==> config.mk <==
export PLATFORM = sky130hd
export DESIGN_NAME = memory_io_glue_logic
export DESIGN_NICKNAME = d
export VERILOG_FILES = /design/src/design/glue_pkg.sv /design/src/design/memory_io_glue_logic.sv
export SDC_FILE = /design/constraint.sdc
export NUM_CORES = 1
export LEC_CHECK = 0
export BUFFER_PORTS_ARGS = -buffer_cell sky130_fd_sc_hd__buf_2
export CORE_ASPECT_RATIO = 1.25
export CORE_MARGIN = 4
export CORE_UTILIZATION = 40
export CTS_BUF_LIST = sky130_fd_sc_hd__clkbuf_8
export DETAILED_ROUTE_END_ITERATION = 10
export HOLD_SLACK_MARGIN = 0.06
export PLACE_DENSITY = 0.57
export SLEW_MARGIN = 40
export SYNTH_ARGS = -nofsm -noshare
export SYNTH_HDL_FRONTEND = slang
export SYNTH_SLANG_ARGS = --single-unit
==> constraint.sdc <==
create_clock -name ref_clk_in -period 8.8 [get_ports ref_clk_in]
set_input_delay 1.76 -clock ref_clk_in [delete_from_list [all_inputs] [get_ports ref_clk_in]]
set_output_delay 1.76 -clock ref_clk_in [all_outputs]
set_load 0.005 [all_outputs]
==> src/design/glue_pkg.sv <==
package glue_pkg;
  // Oscillator 16 MHz divided to 4 MHz system clock
  localparam int          OSC_MHZ          = 16;
  localparam int          SYS_MHZ          = 4;
  localparam int          DIV_RATIO        = OSC_MHZ / SYS_MHZ;
  // Reference clock 40 MHz, period 25 ns
  localparam int          REF_PERIOD_PS    = 25000;
  // Oscillator emulated by ref clock: one 16 MHz period in ref cycles (rounded down)
  localparam int          OSC_PERIOD_PS    = 1000000 / OSC_MHZ;
  localparam int          OSC_CYCLES       = (OSC_PERIOD_PS / REF_PERIOD_PS) < 1 ? 1 :
                                             OSC_PERIOD_PS / REF_PERIOD_PS;
  // Refresh: 128 rows every two ms
  localparam int          REFRESH_ROWS     = 128;
  localparam int          REFRESH_MS       = 2;
  // Memory map top addresses in bytes
  localparam logic [15:0] ROM_TOP          = 16'h1000;
  localparam logic [15:0] SRAM_TOP         = 16'h1400;
  // I/O ports
  localparam logic [7:0]  PORT_SWITCH      = 8'h00;
  localparam logic [7:0]  PORT_MAP_LATCH   = 8'h04;
  localparam logic [7:0]  PORT_TIMER_BASE  = 8'h08;
  localparam logic [7:0]  PORT_SER_A_DATA  = 8'h0C;
  localparam logic [7:0]  PORT_SER_B_DATA  = 8'h0D;
  localparam logic [7:0]  PORT_SER_A_CMD   = 8'h0E;
  localparam logic [7:0]  PORT_SER_B_CMD   = 8'h0F;
  localparam logic [7:0]  PORT_DMA         = 8'h10;
  localparam int          OPT_BITS         = 4;
  localparam int          WAIT_CYCLES      = 1;

  // CPU bus strobes, all active low
  typedef struct packed {
    logic memory_request_n;
    logic io_request_n;
    logic rd_n;
    logic wr_n;
    logic refresh_strobe_n;
    logic fetch_cycle_n;
    logic bus_grant_n;
  } cpu_ctl_t;

  // Device selects, active high
  typedef struct packed {
    logic rom;
    logic sram;
    logic dram;
    logic switch_rd;
    logic dma;
    logic [3:0] timer;
    logic ser_a_data;
    logic ser_a_cmd;
    logic ser_b_data;
    logic ser_b_cmd;
  } sel_t;
endpackage

==> src/design/memory_io_glue_logic.sv <==
`timescale 1ns/1ps
// How it works
// RULE1 - A counter divides the 16 MHz oscillator enable by four to make the 4 MHz system clock.
// RULE2 - After reset the map latch selects the boot map with ROM reachable by the CPU.
// RULE3 - In the boot map ROM lies at 0 to 4K and scratch RAM at 4K to 5K.
// RULE4 - An output cycle to port 04H switches the whole 64K space to DRAM.
// RULE5 - A ROM or scratch RAM access gets exactly one wait cycle.
// RULE6 - The 16 address lines are multiplexed into row then column halves under the strobes.
// RULE7 - Refresh is a row-strobe-only cycle over 128 rows.
// RULE8 - A fetch cycle with the refresh strobe runs a refresh using the CPU row address.
// RULE9 - The DMA master must release the buses within two ms since no refresh runs meanwhile.
// RULE10 - I/O decode picks switches at 00H, map latch at 04H and DMA at 10H.
// RULE11 - Timer channels 0 to 3 decode at ports 08H to 0BH.
// RULE12 - Serial A data/command at 0CH/0EH and serial B data/command at 0DH/0FH.
// RULE13 - The interrupt chain orders DMA first, serial second, timer third.
// RULE14 - Once in the all-DRAM map the latch holds until reset and ignores the data.
module memory_io_glue_logic (
  // Clock and reset
  input  wire logic                       ref_clk_in,
  input  wire logic                       rst_in,
  // CPU bus
  input  wire logic [15:0]                addr_in,
  input  wire glue_pkg::cpu_ctl_t         cpu_ctl_in,
  input  wire logic [glue_pkg::OPT_BITS-1:0] option_switch_in,
  // Interrupt pending flags from the DMA and serial devices, active high
  input  wire logic                       dma_int_pending_in,
  input  wire logic                       ser_int_pending_in,
  // System clock enable and wait
  output logic                            sys_clk_en_out,
  output logic                            wait_n_out,
  // Switch read data, drives data bus when enable low
  output logic [7:0]                      switch_data_out,
  output logic                            switch_data_oe_n_out,
  // Memory and device selects
  output glue_pkg::sel_t                  sel_out,
  output logic                            all_dram_map_out,
  // DRAM
  output logic [7:0]                      dram_addr_out,
  output logic                            row_strobe_n_out,
  output logic                            col_strobe_n_out,
  output logic                            dram_we_n_out,
  // Interrupt daisy chain enables into serial and timer chips
  output logic                            ser_int_enable_out,
  output logic                            timer_int_enable_out
);

  // Input synchronisers, three stages; change counts when stage 2 and 3 agree
  localparam int NSYNC = 16 + 7 + glue_pkg::OPT_BITS + 2;
  logic [NSYNC-1:0] raw_in;
  logic [NSYNC-1:0] s1;
  logic [NSYNC-1:0] s2;
  logic [NSYNC-1:0] s3;
  logic [NSYNC-1:0] stable;
  // Idle bus levels, so no false strobe follows reset
  localparam logic [NSYNC-1:0] IDLE_IN = {16'h0000, 7'h7F,
                                          {glue_pkg::OPT_BITS{1'b0}}, 2'b00};

  assign raw_in = {addr_in, cpu_ctl_in, option_switch_in, dma_int_pending_in,
                   ser_int_pending_in};

  always_ff @(posedge ref_clk_in or posedge rst_in)
  begin
    if (rst_in)
    begin
      s1 <= IDLE_IN;
      s2 <= IDLE_IN;
      s3 <= IDLE_IN;
    end
    else
    begin
      s1 <= raw_in;
      s2 <= s1;
      s3 <= s2;
    end
  end

  genvar gi;
  generate
    for (gi = 0; gi < NSYNC; gi++)
    begin : g_filt
      always_ff @(posedge ref_clk_in or posedge rst_in)
      begin
        if (rst_in)
          stable[gi] <= IDLE_IN[gi];
        else if (s2[gi] == s3[gi])
          stable[gi] <= s3[gi];
      end
    end
  endgenerate

  logic [15:0]                  addr;
  glue_pkg::cpu_ctl_t           ctl;
  logic [glue_pkg::OPT_BITS-1:0] opts;
  logic                         dma_pend;
  logic                         ser_pend;
  assign {addr, ctl, opts, dma_pend, ser_pend} = stable;

  // Oscillator enable from ref clock, then divide by four
  localparam int OCW = $clog2(glue_pkg::OSC_CYCLES + 1);
  logic [OCW-1:0] osc_cnt;
  logic [1:0]     div_cnt;
  wire            osc_tick = (osc_cnt == OCW'(glue_pkg::OSC_CYCLES - 1));
  wire            next_sys = osc_tick && (div_cnt == 2'(glue_pkg::DIV_RATIO - 1));

  always_ff @(posedge ref_clk_in or posedge rst_in)
  begin
    if (rst_in)
    begin
      osc_cnt        <= '0;
      div_cnt        <= '0;
      sys_clk_en_out <= 1'b0;
    end
    else
    begin
      osc_cnt        <= osc_tick ? '0 : osc_cnt + OCW'(1);
      if (osc_tick)
        div_cnt      <= div_cnt + 2'd1; // [RULE1]
      sys_clk_en_out <= next_sys; // [RULE1]
    end
  end

  // Address and I/O decode
  function automatic logic io_hit(input logic [7:0] a, input logic [7:0] port);
    return a == port;
  endfunction

  logic all_dram;
  wire  mem_cyc   = !ctl.memory_request_n && ctl.refresh_strobe_n && ctl.bus_grant_n;
  wire  mem_any   = !ctl.memory_request_n && ctl.refresh_strobe_n;
  wire  io_cyc    = !ctl.io_request_n && ctl.fetch_cycle_n;
  wire  rom_hit   = !all_dram && addr < glue_pkg::ROM_TOP; // [RULE2] [RULE3]
  wire  sram_hit  = !all_dram && addr >= glue_pkg::ROM_TOP
                    && addr < glue_pkg::SRAM_TOP; // [RULE3]
  wire  slow_acc  = mem_any && (rom_hit || sram_hit);
  wire  latch_wr  = io_cyc && !ctl.wr_n && io_hit(addr[7:0], glue_pkg::PORT_MAP_LATCH); // [RULE4]

  glue_pkg::sel_t next_sel;
  always_comb
  begin
    next_sel            = '0;
    next_sel.rom        = mem_any && rom_hit;
    next_sel.sram       = mem_any && sram_hit;
    next_sel.dram       = mem_any && !rom_hit && !sram_hit; // [RULE4]
    next_sel.switch_rd  = io_cyc && !ctl.rd_n
                          && io_hit(addr[7:0], glue_pkg::PORT_SWITCH); // [RULE10]
    next_sel.dma        = io_cyc && io_hit(addr[7:0], glue_pkg::PORT_DMA); // [RULE10]
    for (int i = 0; i < 4; i++)
      next_sel.timer[i] = io_cyc
        && io_hit(addr[7:0], glue_pkg::PORT_TIMER_BASE + 8'(i)); // [RULE11]
    next_sel.ser_a_data = io_cyc && io_hit(addr[7:0], glue_pkg::PORT_SER_A_DATA); // [RULE12]
    next_sel.ser_a_cmd  = io_cyc && io_hit(addr[7:0], glue_pkg::PORT_SER_A_CMD); // [RULE12]
    next_sel.ser_b_data = io_cyc && io_hit(addr[7:0], glue_pkg::PORT_SER_B_DATA); // [RULE12]
    next_sel.ser_b_cmd  = io_cyc && io_hit(addr[7:0], glue_pkg::PORT_SER_B_CMD); // [RULE12]
  end

  // Map latch: set once, held to reset, data ignored
  always_ff @(posedge ref_clk_in or posedge rst_in)
  begin
    if (rst_in)
      all_dram <= 1'b0; // [RULE2]
    else if (latch_wr)
      all_dram <= 1'b1; // [RULE4] [RULE14]
  end

  // Wait: one system clock of wait per slow access
  logic slow_seen;
  logic wait_done;
  always_ff @(posedge ref_clk_in or posedge rst_in)
  begin
    if (rst_in)
    begin
      slow_seen  <= 1'b0;
      wait_done  <= 1'b0;
      wait_n_out <= 1'b1;
    end
    else if (!slow_acc)
    begin
      slow_seen  <= 1'b0;
      wait_done  <= 1'b0;
      wait_n_out <= 1'b1;
    end
    else if (sys_clk_en_out)
    begin
      slow_seen  <= 1'b1;
      wait_done  <= slow_seen;
      wait_n_out <= !(!slow_seen && !wait_done); // [RULE5]
    end
  end

  // DRAM control: row then column strobe; refresh is row strobe only
  typedef enum logic [1:0] {D_IDLE, D_ROW, D_COL, D_REF} dram_st_t;
  dram_st_t dst;
  dram_st_t next_dst;
  wire dram_req = mem_cyc && !rom_hit && !sram_hit;
  wire ref_req  = !ctl.memory_request_n && !ctl.refresh_strobe_n; // [RULE8]

  always_comb
  begin
    case (dst)
      D_IDLE:  next_dst = ref_req ? D_REF : (dram_req ? D_ROW : D_IDLE);
      D_ROW:   next_dst = dram_req ? D_COL : D_IDLE;
      D_COL:   next_dst = dram_req ? D_COL : D_IDLE;
      D_REF:   next_dst = ref_req ? D_REF : D_IDLE;
      default: next_dst = D_IDLE;
    endcase
  end

  wire [7:0] next_dram_addr = (next_dst == D_REF) ? {1'b0, addr[6:0]} : // [RULE7] [RULE8]
                              (next_dst == D_COL) ? addr[15:8] : addr[7:0]; // [RULE6]

  always_ff @(posedge ref_clk_in or posedge rst_in)
  begin
    if (rst_in)
    begin
      dst              <= D_IDLE;
      dram_addr_out    <= '0;
      row_strobe_n_out <= 1'b1;
      col_strobe_n_out <= 1'b1;
      dram_we_n_out    <= 1'b1;
    end
    else
    begin
      dst              <= next_dst;
      dram_addr_out    <= next_dram_addr; // [RULE6]
      row_strobe_n_out <= !(next_dst == D_ROW || next_dst == D_COL
                            || next_dst == D_REF); // [RULE7]
      col_strobe_n_out <= !(next_dst == D_COL); // [RULE6] [RULE7]
      dram_we_n_out    <= !(next_dst == D_COL && !ctl.wr_n);
    end
  end

  // Registered selects, switch read, interrupt chain
  always_ff @(posedge ref_clk_in or posedge rst_in)
  begin
    if (rst_in)
    begin
      sel_out              <= '0;
      all_dram_map_out     <= 1'b0;
      switch_data_out      <= '0;
      switch_data_oe_n_out <= 1'b1;
      ser_int_enable_out   <= 1'b1;
      timer_int_enable_out <= 1'b1;
    end
    else
    begin
      sel_out              <= next_sel;
      all_dram_map_out     <= all_dram;
      switch_data_out      <= {{(8 - glue_pkg::OPT_BITS){1'b0}}, opts};
      switch_data_oe_n_out <= !next_sel.switch_rd; // [RULE10]
      ser_int_enable_out   <= !dma_pend; // [RULE13]
      timer_int_enable_out <= !dma_pend && !ser_pend; // [RULE13]
    end
  end

  // Checks
  property p_latch_sticky;
    @(posedge ref_clk_in) disable iff (rst_in)
    all_dram |=> all_dram;
  endproperty
  a_latch_sticky: assert property (p_latch_sticky) // [RULE14]
    else $error("map latch dropped");

  property p_latch_set;
    @(posedge ref_clk_in) disable iff (rst_in)
    latch_wr |=> ##1 all_dram_map_out;
  endproperty
  a_latch_set: assert property (p_latch_set) // [RULE4]
    else $error("map latch not set by port write");

  property p_boot_rom;
    @(posedge ref_clk_in) disable iff (rst_in)
    (!all_dram && mem_any && addr < glue_pkg::ROM_TOP) |=> sel_out.rom;
  endproperty
  a_boot_rom: assert property (p_boot_rom) // [RULE3]
    else $error("rom not selected in boot map");

  property p_no_rom_after;
    @(posedge ref_clk_in) disable iff (rst_in)
    $past(all_dram) |-> !sel_out.rom && !sel_out.sram;
  endproperty
  a_no_rom_after: assert property (p_no_rom_after) // [RULE4]
    else $error("slow memory selected in dram map");

  property p_ref_col_quiet;
    @(posedge ref_clk_in) disable iff (rst_in)
    (dst == D_REF) |-> col_strobe_n_out && !row_strobe_n_out;
  endproperty
  a_ref_col_quiet: assert property (p_ref_col_quiet) // [RULE7]
    else $error("column strobe during refresh");

  property p_div;
    @(posedge ref_clk_in) disable iff (rst_in)
    osc_tick && div_cnt == 2'd3 |=> sys_clk_en_out ##1 !sys_clk_en_out;
  endproperty
  a_div: assert property (p_div) // [RULE1]
    else $error("system clock enable wrong");

  property p_prio;
    @(posedge ref_clk_in) disable iff (rst_in)
    dma_pend |=> !ser_int_enable_out && !timer_int_enable_out;
  endproperty
  a_prio: assert property (p_prio) // [RULE13]
    else $error("daisy chain order broken");

  property p_io_dma;
    @(posedge ref_clk_in) disable iff (rst_in)
    (io_cyc && addr[7:0] == glue_pkg::PORT_DMA) |=> sel_out.dma && sel_out.timer == 4'h0;
  endproperty
  a_io_dma: assert property (p_io_dma) // [RULE10] [RULE11]
    else $error("dma port decode wrong");

endmodule

==> metrics.md <==
| Metric | Value |
|---|---|
| First-pass GRT wire length | `11900 µm` |
| CTS Buf Count | `17` |
| Post-CTS Setup Repair Bufs | `0` |
| P_sw | `0.307 mW` |
| Crit-path leading delay family | `flip-flops` |
| Number of global-route vias before repair | `2408` |
| Worst-path cell chain | `buf_2` |
| Mapped Area | `0.00489 mm²` |
| DRT antenna net count | `0` |
| RSZ-0062 raised after global routing | `no` |
| Worst Path Required | `7040 ps` |
| Largest net degree at the start of global routing | `89` |
| CP peak stage delay | `530 ps` |
| Async SR Flop Fraction | `100%` |
| Clk buf depth | `2` |
| Hpwl dp | `4660 µm` |
| Chip Height | `132 µm` |
| I/O Pins | `69` |
| Slew Limit Fails | `0` |
| Tot GR Track Use | `11.0%` |
| Initial core utilization | `41.5%` |
| Area of the multi-input gates | `820 µm²` |
| Fin worst setup slack | `5980 ps` |
| PwrDens | `238 mW/mm²` |
| Total number of vias | `2273` |
| Dpl cell area | `0.00541 mm²` |
| Worst hold path class | `flop to flop` |
| Worst-Skew Late Latency | `420 ps` |
| Sw Ratio | `22.3%` |
| Routed vias/inst | `4.36` |
| Distinct cells, synth | `37` |
| Buf/Inv on CP | `1` |
| Clock-pin slew on the worst setup and hold paths | `80 ps` |
| Layout fillers | `1033` |
| Core area | `0.0118 mm²` |
| Ys Warns | `0` |
| Post-Syn Instances | `266` |
| Worst-path fanout max | `2` |
| Drt wl/cell | `13.5 µm` |
| Routed WL | `7050 µm` |
| Fin area | `0.00578 mm²` |
| CP max stage cell | `dfstp_2` |
| Final worst-path cycle share | `32.1%` |
| Post-CTS Hold Fix Bufs | `0` |
| CP Capture Type | `primary output` |
| LEAKAGE | `2.64 nW` |
| Grt ovf | `0` |
| RePlAce Congestion | `0.701` |
| Placed Cells incl. Taps | `489` |
| Rel. slew slack | `53.7%` |
| Root buf cell | `clkbuf_8` |
| Diodes inserted | `0` |
| Avg Cell Area, Syn | `18.4 µm²` |
| Final TNS setup | `0 ps` |
| Primary FF master, synth | `dfrtp_1` |
| Worst-Margin Slew | `689 ps` |
| Drt drc | `0` |
| Crit Path Class | `flop to primary output` |
| Startpoint types | `flop` |
| Logic pwr share | `5.2%` |
| CTS tree | `done` |
| Initial antenna violation count | `0` |
| Die area | `0.0141 mm²` |
| Core Rows | `44` |
| Area Growth Syn to Fin | `18.2%` |
| Sequential fraction of design power | `58.7%` |
| Pre-CTS WS | `5700 ps` |
| Chip width | `107 µm` |
| PortBufs | `64` |
| Final Hold Viols | `0` |
| Register area | `0.00402 mm²` |
| Share of layout cells above drive strength 1 | `41.4%` |
| Final critical-path required period | `2820 ps` |
| Final Setup Violations | `0` |
| Status | `completed` |
| Layout Cells excl Fill | `521` |
| # clock sinks | `159` |
| Int Power | `1.07 mW` |
| Flops & latches, synth | `159` |
| Cts repair resizes | `0` |
| Post-synth EDFFs | `0` |
| Drt initial violations | `105` |
| Sequential area share after synthesis | `82.2%` |
| Worst Hold Slack | `344 ps` |
| Max_cap viols | `0` |
| Critical path data arrival time | `1060 ps` |
| Nets | `381` |
| Clock power share | `36.1%` |
| Max Fclk | `0.354 GHz` |
| DRT Pass-1 Iters | `4` |
| H-tree Lvls | `4` |
| Layout Skew | `8.72 ps` |
| Max VDD drop | `0.0982 mV` |
## cell usage in the layout (no fill, tap or decap), drive strengths merged, types with 2 or more instances in the layout
cell type / netlist / final
dfstp: 35 / 35
and3b: 3 / 3
nor3: 5 / 5
nand2b: 2 / 2
nor4: 3 / 3
inv: 7 / 9
ha: 3 / 3
nor3b: 4 / 4
clkbuf: 2 / 19
bufinv: 0 / 2
nand3b: 2 / 2
mux2: 9 / 9
nor2b: 3 / 3
buf: 4 / 64
a21oi: 2 / 2
nand2: 5 / 5
nor2: 7 / 7
dfrtp: 124 / 124
clkinv: 0 / 9
maj3: 29 / 29
conb: 1 / 4
## cell families (layout without fill, tap and decap cells)
kind of cell	after synthesis	in the layout	synth area share [%]
XOR/XNOR	1	1	0.179
AO/OA/AOI/OAI	10	10	1.84
buffers and inverters	13	104	1.30
other	1	4	0.0766
AND/OR/NAND/NOR	40	40	5.44
flip-flops	159	159	82.2
multiplexers	10	10	2.28
adder cells (fa/ha/maj)	32	32	6.70
## final cells by class
cell class              count  area share (%)
clock inverters            14            2.21
repair buffers             65            5.78
multi-input cells          97            14.2
clock buffers              18            4.28
inverters                   7           0.541
flip-flops and latches    159            69.5
well taps                 161            3.48
## power groups by stage
stage | registers (mW) | clock network, mW | logic, mW
detailed placement | 0.824 | 0 | 0.0740
global placement | 0.823 | 0 | 0.0713
global route | 0.816 | 0.546 | 0.0820
finish | 0.810 | 0.497 | 0.0719
floorplan | 0.816 | 0 | 0.0479
CTS | 0.811 | 0.518 | 0.0743
## flip-flops by register name, indices dropped and copies added (netlist names), 2 cells and up
signal and flops:
sel_out 13, div_cnt 2, s1 29, osc_cnt 2, s3 29, switch_data_out 4
dram_addr_out 8, opts 4, s2 29, dst 2, addr 16, ctl 7
## layer usage
metal | vias to the layer above | share of wire (%) | global-route usage [%]
li1 | 1056 | - | -
met1 | 1146 | 44 | 14.0
met2 | 60 | 48 | 16.4
met4 | 0 | 1.8 | 5.76
met5 | - | 0 | 0
met3 | 11 | 6.0 | 4.07
## cells in the mapped netlist, drive strengths merged, types with 2 or more instances
master,number,area (µm²)
a21oi,2,10.0
inv,7,26.3
dfstp,35,920
nor3,5,25.0
maj3,29,290
ha,3,37.5
and3b,3,26.3
clkbuf,2,7.51
nor2,7,26.3
nor2b,3,18.8
nand2b,2,12.5
nor4,3,25.0
dfrtp,124,3100
mux2,9,101
nor3b,4,40.0
nand2,5,18.8
nand3b,2,15.0
buf,4,30.0
## per-stage QoR
stage	utilization [%]	power [mW]
detailed placement	45.9	0.898
global route	49.1	1.44
finish	49.1	1.38
floorplan	-	0.864
global placement	45.9	0.894
CTS	49.1	1.40
## worst paths after layout
| path | startpoint | to | slack (ps) | cells past startpoint |
|---|---|---|---|---|
| setup reg to reg | dst[0]$_DFF_PP0_ | dram_addr_out[5]$_DFF_PP0_ | 6780 | 5 |
| hold reg to reg | s1[16]$_DFF_PP0_ | s2[16]$_DFF_PP0_ | 340 | 0 |
| hold / removal | s1[16]$_DFF_PP0_ | s2[16]$_DFF_PP0_ | 340 | 0 |
| setup / recovery | wait_n_out$_DFFE_PP1P_ | wait_n_out | 5980 | 1 |
| max in group asynchronous | rst_in | dma_pend$_DFFE_PP0N_ | 6250 | 3 |
| min in group asynchronous | rst_in | s1[3]$_DFF_PP0_ | 1410 | 2 |
Note: power is estimated with default switching activity, not from simulation.
